<file path="config.mk">
export PLATFORM = sky130hd
export DESIGN_NAME = hs_switch_ctrl
export DESIGN_NICKNAME = d
export VERILOG_FILES = /design/src/logic/hs_pkg.sv /design/src/logic/hs_switch_ctrl.sv /design/src/logic/duty_gen.sv
export SDC_FILE = /design/constraint.sdc
export NUM_CORES = 1
export LEC_CHECK = 0
export ABC_CLOCK_PERIOD_IN_PS = 2470
export BUFFER_PORTS_ARGS = -buffer_cell sky130_fd_sc_hd__buf_2
export CORE_MARGIN = 2
export CORE_UTILIZATION = 40
export CTS_BUF_LIST = sky130_fd_sc_hd__clkbuf_4 sky130_fd_sc_hd__clkbuf_8
export DETAILED_ROUTE_END_ITERATION = 8
export GPL_ROUTABILITY_DRIVEN = 0
export PLACE_DENSITY = 0.68
export SYNTH_ARGS = -nofsm -noshare
export SYNTH_HDL_FRONTEND = slang
export SYNTH_HIERARCHICAL = 1
export SYNTH_SLANG_ARGS = --single-unit
</file>
<file path="constraint.sdc">
create_clock -name clk_i -period 2.47 [get_ports clk_i]
set_input_delay 0.247 -clock clk_i [delete_from_list [all_inputs] [get_ports clk_i]]
set_output_delay 0.247 -clock clk_i [all_outputs]
set_load 0.05 [all_outputs]
</file>
<file path="src/logic/hs_pkg.sv">
// Package: constants for the high-side switch control block
// Behaviour
// - Output configuration is written in Normal mode; frozen in Stop and Sleep.
// - Entering Restart or Fail-Safe disables all four outputs.
// - Supply undervoltage turns all on outputs off unless shutdown disabled.
// - After undervoltage, resume if recovery set, else stay off and clear control.
// - Undervoltage sets only the undervoltage flag.
// - Normal mode overvoltage turns an output off unless its disable bit set.
// - Stop/Sleep overvoltage keeps outputs on only with the low-power disable bit.
// - After overvoltage, resume per output recovery bit, else off and cleared.
// - Overvoltage sets only the overvoltage flag.
// - Overcurrent held beyond 16 us filter time switches the output off.
// - Overcurrent trip sets its flag and resets the 4-bit source field to 0000.
// - Undercurrent held 220 us sets the open-load flag; output stays on.
// - Open-load flags stay set until software clears them.
// - Source per output: off, on, timer 1/2, PWM 1-4 or sync pin.
// - Static on and off work in Normal, Stop and Sleep.
// - Two timers with independent period and duty drive mapped outputs.
// - Four PWM generators with 10-bit duty and a choice of two frequencies.
// - PWM appears on an output as soon as the generator is assigned.
// - Wake field value 10 selects sync and disables wake on the shared pin.
`default_nettype none
package hs_pkg;
  localparam int CLK_MHZ = 100;
  localparam int OC_FILT_US = 16;
  localparam int OC_CYC = OC_FILT_US * CLK_MHZ;
  localparam int OL_FILT_US = 220;
  localparam int OL_CYC = OL_FILT_US * CLK_MHZ;
  localparam int TMR_DIV = 50000;
  localparam logic [15:0] PWM_DIV_FAST = 16'h000A;
  localparam logic [15:0] PWM_DIV_SLOW = 16'h0032;
  localparam logic [9:0] PWM_PERIOD = 10'h3FF;

  localparam logic [7:0] ADDR_SEL = 8'h00;
  localparam logic [7:0] ADDR_CFG = 8'h04;
  localparam logic [7:0] ADDR_STAT = 8'h20;
  localparam logic [2:0] IDX_SEL = 3'h0;
  localparam logic [2:0] IDX_CFG = 3'h1;
  localparam logic [2:0] IDX_TMR1 = 3'h2;
  localparam logic [2:0] IDX_PWM1 = 3'h4;
  localparam logic [31:0] REG_RST = 32'h0000_0000;
  localparam logic [31:0] REG_MASK [8] = '{32'h0000_FFFF, 32'h0000_FF37,
    32'h03FF_03FF, 32'h03FF_03FF, 32'h0000_07FF, 32'h0000_07FF,
    32'h0000_07FF, 32'h0000_07FF};

  localparam int CFG_UV_DIS = 0;
  localparam int CFG_UV_REC = 1;
  localparam int CFG_LP_OV_DIS = 2;
  localparam int CFG_WAKE = 4;
  localparam int CFG_OV_DIS = 8;
  localparam int CFG_OV_REC = 12;
  localparam int TMR_DUTY = 16;
  localparam int PWM_FREQ = 10;
  localparam int ST_UV = 0;
  localparam int ST_OV = 1;
  localparam int ST_OC = 4;
  localparam int ST_OL = 8;

  localparam logic [1:0] WAKE_OFF = 2'b00;
  localparam logic [1:0] WAKE_SYNC = 2'b10;

  typedef enum logic [3:0] {
    SRC_OFF = 4'h0, SRC_ON = 4'h1, SRC_TMR1 = 4'h2, SRC_TMR2 = 4'h3,
    SRC_PWM1 = 4'h4, SRC_PWM2 = 4'h5, SRC_PWM3 = 4'h6, SRC_PWM4 = 4'h7,
    SRC_SYNC = 4'h8
  } src_e;

  typedef enum logic [2:0] {
    MODE_NORMAL = 3'h0, MODE_STOP = 3'h1, MODE_SLEEP = 3'h3,
    MODE_RESTART = 3'h2, MODE_FAILSAFE = 3'h6
  } mode_e;
endpackage : hs_pkg
`default_nettype wire

</file>
<file path="src/logic/hs_switch_ctrl.sv">
// Module: high-side switch control with AXI4-Lite registers
`timescale 1ns/1ns
`default_nettype none
module hs_switch_ctrl #(
  parameter int OL_CYC  = hs_pkg::OL_CYC,
  parameter int TMR_DIV = hs_pkg::TMR_DIV
) (
  input  wire logic        clk_i,
  input  wire logic        rstn_i,
  input  wire logic [2:0]  mode_i,
  input  wire logic        uv_i,
  input  wire logic        ov_i,
  input  wire logic [3:0]  oc_i,
  input  wire logic [3:0]  ol_i,
  input  wire logic        sync_i,
  input  wire logic [7:0]  awaddr_i,
  input  wire logic        awvalid_i,
  output logic             awready_o,
  input  wire logic [31:0] wdata_i,
  input  wire logic [3:0]  wstrb_i,
  input  wire logic        wvalid_i,
  output logic             wready_o,
  output logic [1:0]       bresp_o,
  output logic             bvalid_o,
  input  wire logic        bready_i,
  input  wire logic [7:0]  araddr_i,
  input  wire logic        arvalid_i,
  output logic             arready_o,
  output logic [31:0]      rdata_o,
  output logic [1:0]       rresp_o,
  output logic             rvalid_o,
  input  wire logic        rready_i,
  output logic [3:0]       hs_on_o,
  output logic             wake_en_o
);
  logic [10:0]      pin_meta_r;
  logic [10:0]      pin_r;
  logic             uv_s;
  logic             ov_s;
  logic [3:0]       oc_s;
  logic [3:0]       ol_s;
  logic             sync_s;
  logic             normal;
  logic             lowpwr;
  logic             run;
  logic             aw_hold_r;
  logic             w_hold_r;
  logic [7:0]       aw_addr_r;
  logic [31:0]      w_data_r;
  logic [3:0]       w_strb_r;
  logic             wr_en;
  logic             cfg_wr;
  logic [31:0]      cw_r [8];
  logic [31:0]      stat_clr;
  logic             uv_flag_r;
  logic             ov_flag_r;
  logic [3:0]       oc_flag_r;
  logic [3:0]       ol_flag_r;
  logic [31:0]      rd_word;
  logic [15:0]      div_cnt_r [3];
  logic [15:0]      div_lim [3];
  logic [2:0]       div_tick;
  logic [5:0]       gen_lvl;
  logic [3:0]       lvl;
  logic [1:0]       wake_sel;
  logic             uv_act;
  logic             uv_shut_r;
  logic             uv_clr;
  logic [3:0]       ov_act;
  logic [3:0]       ov_shut_r;
  logic [3:0]       ov_clr;
  logic [3:0]       ov_dis;
  logic [3:0]       ov_rec;
  logic [3:0]       clr_sel;
  logic [3:0][10:0] oc_cnt_r;
  logic [3:0][14:0] ol_cnt_r;
  logic [3:0]       oc_cond;
  logic [3:0]       ol_cond;
  logic [3:0]       oc_trip;
  logic [3:0]       ol_hit;

  function automatic logic mapped(input logic [7:0] a);
    return (a[1:0] == 2'b00) && (a <= hs_pkg::ADDR_STAT);
  endfunction : mapped

  function automatic logic [31:0] merge(input logic [31:0] old,
                                        input logic [31:0] nw,
                                        input logic [3:0]  strb);
    logic [31:0] res;
    res = old;
    for (int b = 0; b < 4; b++) begin
      if (strb[b]) begin
        res[8*b +: 8] = nw[8*b +: 8];
      end
    end
    return res;
  endfunction : merge

  // Two-stage synchronisers for pins
  always_ff @(posedge clk_i or negedge rstn_i) begin
    if (!rstn_i) begin
      pin_meta_r <= 11'h000;
      pin_r      <= 11'h000;
    end else begin
      pin_meta_r <= {sync_i, ol_i, oc_i, ov_i, uv_i};
      pin_r      <= pin_meta_r;
    end
  end

  assign uv_s   = pin_r[0];
  assign ov_s   = pin_r[1];
  assign oc_s   = pin_r[5:2];
  assign ol_s   = pin_r[9:6];
  assign sync_s = pin_r[10];

  assign normal = (mode_i == hs_pkg::MODE_NORMAL);
  assign lowpwr = (mode_i == hs_pkg::MODE_STOP) || (mode_i == hs_pkg::MODE_SLEEP);
  assign run    = normal || lowpwr;

  // Write address and data channels
  always_ff @(posedge clk_i or negedge rstn_i) begin
    if (!rstn_i) begin
      aw_hold_r <= 1'b0;
      aw_addr_r <= 8'h00;
      awready_o <= 1'b1;
    end else if (awvalid_i && awready_o) begin
      aw_hold_r <= 1'b1;
      aw_addr_r <= awaddr_i;
      awready_o <= 1'b0;
    end else if (bvalid_o && bready_i) begin
      aw_hold_r <= 1'b0;
      awready_o <= 1'b1;
    end
  end

  always_ff @(posedge clk_i or negedge rstn_i) begin
    if (!rstn_i) begin
      w_hold_r <= 1'b0;
      w_data_r <= 32'h0000_0000;
      w_strb_r <= 4'h0;
      wready_o <= 1'b1;
    end else if (wvalid_i && wready_o) begin
      w_hold_r <= 1'b1;
      w_data_r <= wdata_i;
      w_strb_r <= wstrb_i;
      wready_o <= 1'b0;
    end else if (bvalid_o && bready_i) begin
      w_hold_r <= 1'b0;
      wready_o <= 1'b1;
    end
  end

  assign wr_en  = aw_hold_r && w_hold_r && !bvalid_o;
  assign cfg_wr = wr_en && normal && (aw_addr_r < hs_pkg::ADDR_STAT)
                  && (aw_addr_r[1:0] == 2'b00);

  // Write response
  always_ff @(posedge clk_i or negedge rstn_i) begin
    if (!rstn_i) begin
      bvalid_o <= 1'b0;
      bresp_o  <= 2'b00;
    end else if (wr_en) begin
      bvalid_o <= 1'b1;
      bresp_o  <= mapped(aw_addr_r) ? 2'b00 : 2'b10;
    end else if (bready_i) begin
      bvalid_o <= 1'b0;
    end
  end

  // Configuration words; hardware clears of source fields win
  always_ff @(posedge clk_i or negedge rstn_i) begin
    if (!rstn_i) begin
      for (int r = 0; r < 8; r++) begin
        cw_r[r] <= hs_pkg::REG_RST;
      end
    end else begin
      if (cfg_wr) begin
        cw_r[aw_addr_r[4:2]] <= merge(cw_r[aw_addr_r[4:2]], w_data_r, w_strb_r)
                                & hs_pkg::REG_MASK[aw_addr_r[4:2]];
      end
      for (int i = 0; i < 4; i++) begin
        if (clr_sel[i]) begin
          cw_r[hs_pkg::IDX_SEL][4*i +: 4] <= hs_pkg::SRC_OFF;
        end
      end
    end
  end

  assign stat_clr = (wr_en && aw_addr_r == hs_pkg::ADDR_STAT)
                    ? merge(32'h0000_0000, w_data_r, w_strb_r) : 32'h0000_0000;

  // Sticky status flags, set beats clear
  always_ff @(posedge clk_i or negedge rstn_i) begin
    if (!rstn_i) begin
      uv_flag_r <= 1'b0;
      ov_flag_r <= 1'b0;
      oc_flag_r <= 4'h0;
      ol_flag_r <= 4'h0;
    end else begin
      uv_flag_r <= uv_s || (uv_flag_r && !stat_clr[hs_pkg::ST_UV]);
      ov_flag_r <= ov_s || (ov_flag_r && !stat_clr[hs_pkg::ST_OV]);
      oc_flag_r <= oc_trip | (oc_flag_r & ~stat_clr[hs_pkg::ST_OC +: 4]);
      ol_flag_r <= ol_hit | (ol_flag_r & ~stat_clr[hs_pkg::ST_OL +: 4]);
    end
  end

  // Read data selection
  always_comb begin
    rd_word = 32'h0000_0000;
    if (araddr_i == hs_pkg::ADDR_STAT) begin
      rd_word[hs_pkg::ST_UV]      = uv_flag_r;
      rd_word[hs_pkg::ST_OV]      = ov_flag_r;
      rd_word[hs_pkg::ST_OC +: 4] = oc_flag_r;
      rd_word[hs_pkg::ST_OL +: 4] = ol_flag_r;
    end else if (mapped(araddr_i)) begin
      rd_word = cw_r[araddr_i[4:2]];
    end
  end

  always_ff @(posedge clk_i or negedge rstn_i) begin
    if (!rstn_i) begin
      arready_o <= 1'b1;
      rvalid_o  <= 1'b0;
      rdata_o   <= 32'h0000_0000;
      rresp_o   <= 2'b00;
    end else if (arvalid_i && arready_o) begin
      arready_o <= 1'b0;
      rvalid_o  <= 1'b1;
      rdata_o   <= rd_word;
      rresp_o   <= mapped(araddr_i) ? 2'b00 : 2'b10;
    end else if (rvalid_o && rready_i) begin
      arready_o <= 1'b1;
      rvalid_o  <= 1'b0;
    end
  end

  // Tick dividers: fast PWM, slow PWM, timer
  assign div_lim[0] = hs_pkg::PWM_DIV_FAST;
  assign div_lim[1] = hs_pkg::PWM_DIV_SLOW;
  assign div_lim[2] = 16'(TMR_DIV);

  generate
    for (genvar d = 0; d < 3; d++) begin : g_div
      always_ff @(posedge clk_i or negedge rstn_i) begin
        if (!rstn_i) begin
          div_cnt_r[d] <= 16'h0000;
        end else begin
          div_cnt_r[d] <= div_tick[d] ? 16'h0000 : div_cnt_r[d] + 16'h0001;
        end
      end
      assign div_tick[d] = (div_cnt_r[d] >= div_lim[d] - 16'h0001);
    end

    // PWM generators then the two timers
    for (genvar g = 0; g < 6; g++) begin : g_gen
      logic [31:0] w;
      assign w = cw_r[(g < 4) ? hs_pkg::IDX_PWM1 + 3'(g) : hs_pkg::IDX_TMR1 + 3'(g - 4)];
      duty_gen u_gen (
        .clk_i    (clk_i),
        .rstn_i   (rstn_i),
        .tick_i   ((g < 4) ? div_tick[w[hs_pkg::PWM_FREQ]] : div_tick[2]),
        .period_i ((g < 4) ? hs_pkg::PWM_PERIOD : w[9:0]),
        .duty_i   ((g < 4) ? w[9:0] : w[hs_pkg::TMR_DUTY +: 10]),
        .level_o  (gen_lvl[g])
      );
    end
  endgenerate

  assign wake_sel = cw_r[hs_pkg::IDX_CFG][hs_pkg::CFG_WAKE +: 2];
  assign ov_dis   = cw_r[hs_pkg::IDX_CFG][hs_pkg::CFG_OV_DIS +: 4];
  assign ov_rec   = cw_r[hs_pkg::IDX_CFG][hs_pkg::CFG_OV_REC +: 4];

  // Source multiplexer per output
  always_comb begin
    lvl = 4'h0;
    for (int i = 0; i < 4; i++) begin
      case (cw_r[hs_pkg::IDX_SEL][4*i +: 4])
        hs_pkg::SRC_OFF:  lvl[i] = 1'b0;
        hs_pkg::SRC_ON:   lvl[i] = 1'b1;
        hs_pkg::SRC_TMR1: lvl[i] = gen_lvl[4];
        hs_pkg::SRC_TMR2: lvl[i] = gen_lvl[5];
        hs_pkg::SRC_PWM1: lvl[i] = gen_lvl[0];
        hs_pkg::SRC_PWM2: lvl[i] = gen_lvl[1];
        hs_pkg::SRC_PWM3: lvl[i] = gen_lvl[2];
        hs_pkg::SRC_PWM4: lvl[i] = gen_lvl[3];
        hs_pkg::SRC_SYNC: lvl[i] = sync_s && (wake_sel == hs_pkg::WAKE_SYNC);
        default:          lvl[i] = 1'b0;
      endcase
    end
  end

  // Supply shutdown conditions
  assign uv_act = uv_s && !cw_r[hs_pkg::IDX_CFG][hs_pkg::CFG_UV_DIS];
  assign uv_clr = uv_shut_r && !uv_act
                  && !cw_r[hs_pkg::IDX_CFG][hs_pkg::CFG_UV_REC];

  always_comb begin
    for (int i = 0; i < 4; i++) begin
      if (normal) begin
        ov_act[i] = ov_s && !ov_dis[i];
      end else if (lowpwr) begin
        ov_act[i] = ov_s && !cw_r[hs_pkg::IDX_CFG][hs_pkg::CFG_LP_OV_DIS];
      end else begin
        ov_act[i] = ov_s;
      end
    end
  end

  assign ov_clr  = ov_shut_r & ~ov_act & ~ov_rec;
  assign clr_sel = oc_trip | ov_clr | {4{uv_clr}};

  always_ff @(posedge clk_i or negedge rstn_i) begin
    if (!rstn_i) begin
      uv_shut_r <= 1'b0;
      ov_shut_r <= 4'h0;
    end else begin
      uv_shut_r <= uv_act;
      ov_shut_r <= ov_act;
    end
  end

  // Overcurrent and open-load filters
  assign oc_cond = oc_s & hs_on_o;
  assign ol_cond = ol_s & hs_on_o;

  always_comb begin
    for (int i = 0; i < 4; i++) begin
      oc_trip[i] = oc_cond[i] && (oc_cnt_r[i] == 11'(hs_pkg::OC_CYC - 1));
      ol_hit[i]  = ol_cond[i] && (ol_cnt_r[i] == 15'(OL_CYC - 1));
    end
  end

  always_ff @(posedge clk_i or negedge rstn_i) begin
    if (!rstn_i) begin
      oc_cnt_r <= '0;
      ol_cnt_r <= '0;
    end else begin
      for (int i = 0; i < 4; i++) begin
        oc_cnt_r[i] <= (oc_cond[i] && !oc_trip[i]) ? oc_cnt_r[i] + 11'h001 : 11'h000;
        if (!ol_cond[i]) begin
          ol_cnt_r[i] <= 15'h0000;
        end else if (!ol_hit[i]) begin
          ol_cnt_r[i] <= ol_cnt_r[i] + 15'h0001;
        end
      end
    end
  end

  // Output stage
  always_ff @(posedge clk_i or negedge rstn_i) begin
    if (!rstn_i) begin
      hs_on_o <= 4'h0;
    end else begin
      hs_on_o <= {4{run}} & lvl & ~{4{uv_act}} & ~ov_act & ~oc_trip;
    end
  end

  always_ff @(posedge clk_i or negedge rstn_i) begin
    if (!rstn_i) begin
      wake_en_o <= 1'b0;
    end else begin
      wake_en_o <= (wake_sel != hs_pkg::WAKE_SYNC) && (wake_sel != hs_pkg::WAKE_OFF);
    end
  end
endmodule : hs_switch_ctrl
`default_nettype wire

</file>
<file path="src/logic/duty_gen.sv">
// Module: period and duty counter for timers and PWM generators
`timescale 1ns/1ns
`default_nettype none
module duty_gen (
  input  wire logic       clk_i,
  input  wire logic       rstn_i,
  input  wire logic       tick_i,
  input  wire logic [9:0] period_i,
  input  wire logic [9:0] duty_i,
  output logic            level_o
);
  logic [9:0] cnt_r;

  // Count ticks across one period
  always_ff @(posedge clk_i or negedge rstn_i) begin
    if (!rstn_i) begin
      cnt_r <= 10'h000;
    end else if (tick_i) begin
      cnt_r <= (cnt_r >= period_i) ? 10'h000 : cnt_r + 10'h001;
    end
  end

  // On phase while count below duty
  always_ff @(posedge clk_i or negedge rstn_i) begin
    if (!rstn_i) begin
      level_o <= 1'b0;
    end else begin
      level_o <= (cnt_r < duty_i);
    end
  end
endmodule : duty_gen
`default_nettype wire

</file>
==> flow_summary.json <==
{
  "synthTopCellsByArea": "dfrtp_1 (48%), ha_1 (6.1%), mux4_2 (4.2%)",
  "ys_ff_latch": 541,
  "crit_buf_inv": 0,
  "fill_cells": 6234,
  "grt_pass1_wl_mm": 113,
  "irDropWorstVdd_uv": 434,
  "p_sw_mw": 8.72,
  "fin_crit_ns": 2.38,
  "final_max_slew_viol_count": 0,
  "setup_violations": 0,
  "antenna_found_initial": 2,
  "cp_slowest_cell": "a21oi_1",
  "synth_area_mm2": 0.0278,
  "post_synth_num_cell_types": 71,
  "critPathCaptureType": "flip-flop",
  "maxCapViolations": 0,
  "drtAntennaViolNets": 0,
  "crit_fanout": 9,
  "boundaryPins": 119,
  "avgViaCountPerCell": 5.25,
  "start_util_pct": 40.5,
  "seq_power_share_pct": 40.9,
  "synth-main-ff-cell": "dfrtp_1",
  "fmax_mhz": 420,
  "reg2reg_from": "aw_addr_r[4]$_DFFE_PN0P_",
  "place_area_mm2": 0.0302,
  "clockPowerShare_pct": 33.3,
  "path_class": "reg2reg",
  "syn2layout_area_growth_pct": 18.6,
  "die_width_um": 268,
  "critPathTopFamily": "compound AO/OA/AOI/OAI gates",
  "route.detailed.drc": 0,
  "portBuffers": 104,
  "async_flop_share_pct": 100,
  "finalHoldViolations": 0,
  "dp_hpwl_mm": 49.1,
  "p_sw_share_pct": 33.1,
  "timing.hold.ws_ns": 0.0590,
  "drive_gt1_share_pct": 17.1,
  "finalCritPeriodShare_pct": 96.4,
  "critPathMaxStageDelay_ns": 0.85,
  "synth_edf_count": 0,
  "final_area_mm2": 0.0330,
  "die_y_um": 268,
  "htree_levels": 3,
  "rsz0062_at_grt": "no",
  "startpoint_type": "flip-flop",
  "clock_skew_ns": 0.0327,
  "yosysSeqAreaShare_pct": 48.7,
  "crit_start": "aw_addr_r[4]$_DFFE_PN0P_",
  "combPwrFrac_pct": 25.8,
  "rows": 96,
  "grt_max_degree": 90,
  "worstPathRequired_ns": 2.98,
  "dieArea_mm2": 0.0717,
  "min-delay-start": "mode_i[1]",
  "syn_inst": 2646,
  "finalNetCount": 3171,
  "hp-class": "in2reg",
  "numCtsBuffers": 91,
  "internal_power_mw": 17.6,
  "gr-usage-all-layers_pct": 19.9,
  "status": "completed",
  "critPathArrivalTime_ns": 2.89,
  "worst_slew_pin_slew_ns": 1.06,
  "vias": 20838,
  "leakage_nw": 15.2,
  "netlist.area_leader.share_pct": 48.4,
  "maxSlewHeadroom_pct": 29.2,
  "powerDensity_mw_per_mm2": 798,
  "tns_ns": 0,
  "initialDrtViolationCount": 1531,
  "overflow": 0,
  "clk_pin_slew_ns": 0.07,
  "path_common_cell": "a21oi_1",
  "wl_per_cell_um": 17.5,
  "ys_warn_count": 6,
  "clk_latency_ns": 0.69,
  "crit_path_cell_trace": "nor2b_2, a22o_1, a2111oi_0, a21oi_1, a21oi_1",
  "clk_path_buf_depth": 3,
  "synth_largest_area_cell": "dfrtp_1",
  "clockRootBuffer": "clkbuf_8",
  "fp.coreArea_mm2": 0.0687,
  "cts.sinks": 541,
  "grt_pass1_vias": 20541,
  "wirelength_mm": 69.4,
  "power_mw": 26.3,
  "firstDrtPassIters": 5,
  "final_util_pct": 48.0,
  "syn_area_per_cell_um2": 10.5,
  "cts_tree": "built"
}
## synth_stat cells (all sizes together), types with 5 or more instances
master     n
mux4      52
a22o      16
nor2b     81
a21o      11
a211oi    51
a41oi      8
dfrtp    538
and3      35
a2111oi   17
nand2    207
buf       48
o2111ai   25
o21ai    126
nor2     261
ha       135
o211ai    19
a2bb2oi    7
xnor2     42
a21oi    191
nor3      30
nor4      16
a31oi      6
inv      165
o311ai    13
mux2i    102
a22oi     11
and2      53
a221o      8
nand2b    14
and4      14
mux2      40
nand3b     5
xor2      54
nand4     33
nand3     73
o2bb2ai   12
clkbuf    58
or3       25
## per-layer routing
metal / vias to the layer above / routed length, um / GRT usage (%)
li1: 9999 / - / -
met1: 10220 / 31700 / 27.8
met2: 502 / 31400 / 30.7
met3: 117 / 4340 / 4.02
met4: 0 / 2000 / 6.85
met5: - / 0 / 0
## cells in the final DEF, fill, tap and decap left out, types with 40 or more instances in the layout
master	netlist	layout
o21ai_0	114	114
inv_1	165	163
clkbuf_8	0	118
conb_1	2	70
buf_4	11	75
a21oi_1	191	183
nand2_1	207	206
dlygate4sd3_1	0	62
dfrtp_1	538	537
mux2i_1	102	102
ha_1	135	135
mux2_2	40	40
xnor2_1	42	42
and2_1	53	53
nor2b_1	81	80
nor2_1	261	261
buf_2	22	102
mux4_2	52	52
xor2_1	54	54
nand3_1	73	73
## tightest hold or removal path, stage by stage
cell and delay [ns]:
buf_2 0.14, or4b_2 0.14, and3_1 0.16
## state kept, by name, summed over array words and instances (netlist names), 6 cells and up
signal / cells
aw_addr_r: 8
cw_r: 52
div_cnt_r: 48
g_gen.u_gen/cnt_r: 60
g_gen.u_gen/level_o: 6
g_gen.w: 156
oc_cnt_r: 44
ol_cnt_r: 60
pin_meta_r: 11
pin_r: 11
rdata_o: 26
w_data_r: 26
## logic make-up after synthesis
logic type	Yosys count	synth area share [%]
AND/OR/NAND/NOR	868	15.6
flip-flops	541	48.7
AO/OA/AOI/OAI	539	13.1
buffers and inverters	271	4.01
multiplexers	194	9.50
adder cells (fa/ha/maj)	135	6.07
XOR/XNOR	96	3.02
other	2	0.0270
## path summary, 6_finish.rpt
kind,end,slack (ns),depth (start not counted)
max reg2reg,cw_r[226]$_DFFE_PN0P_,0.09,5
min in group asynchronous,g_gen[4].w[0]$_DFFE_PN0P_,0.56,3
min reg2reg,pin_r[7]$_DFF_PN0_,0.35,0
max in group asynchronous,g_gen[4].w[7]$_DFFE_PN0P_,0.86,4
min,ov_shut_r[2]$_DFF_PN0_,0.06,3
max,cw_r[226]$_DFFE_PN0P_,0.09,5
## power by group through the flow
| stage | registers, mW | clock network [mW] | logic (mW) |
|---|---|---|---|
| finish | 10.8 | 8.77 | 6.78 |
| global route | 10.9 | 9.38 | 7.45 |
| CTS | 10.8 | 8.95 | 6.58 |
| detailed placement | 11.0 | 0 | 6.39 |
| global placement | 11.0 | 0 | 6.29 |
| floorplan | 10.5 | 0 | 4.42 |
## cell type report
cell class | instances | area (um^2) | share of cell area (%)
Multi-Input combinational cell | 1902 | 13500 | 40.9
Timing Repair Buffer | 262 | 2150 | 6.50
Clock buffer | 142 | 1800 | 5.47
Sequential cell | 541 | 13500 | 41.1
Clock inverter | 21 | 220 | 0.667
Antenna cell | 3 | 7.51 | 0.0228
Tap cell | 931 | 1160 | 3.53
Inverter | 165 | 627 | 1.90
## through the flow
stage | instances | setup slack (ns)
global route | 3966 | 0.00680
floorplan | 2714 | 0.0987
global placement | 3734 | 0.00438
finish | 3967 | 0.0898
CTS | 3960 | 0.0546
detailed placement | 3734 | 0.00333
## what timing repair did
action | in CTS | in global routing
gates resized for setup | 1 | 13
buffers inserted | 1 | 3
hold buffers | 62 | 0
gates cloned | 0 | 1
pin swaps | 0 | 2
endpoints found under the hold margin | 471 | 0
endpoints found under the setup margin | 3 | 42
Note: power is estimated with default switching activity, not from simulation.
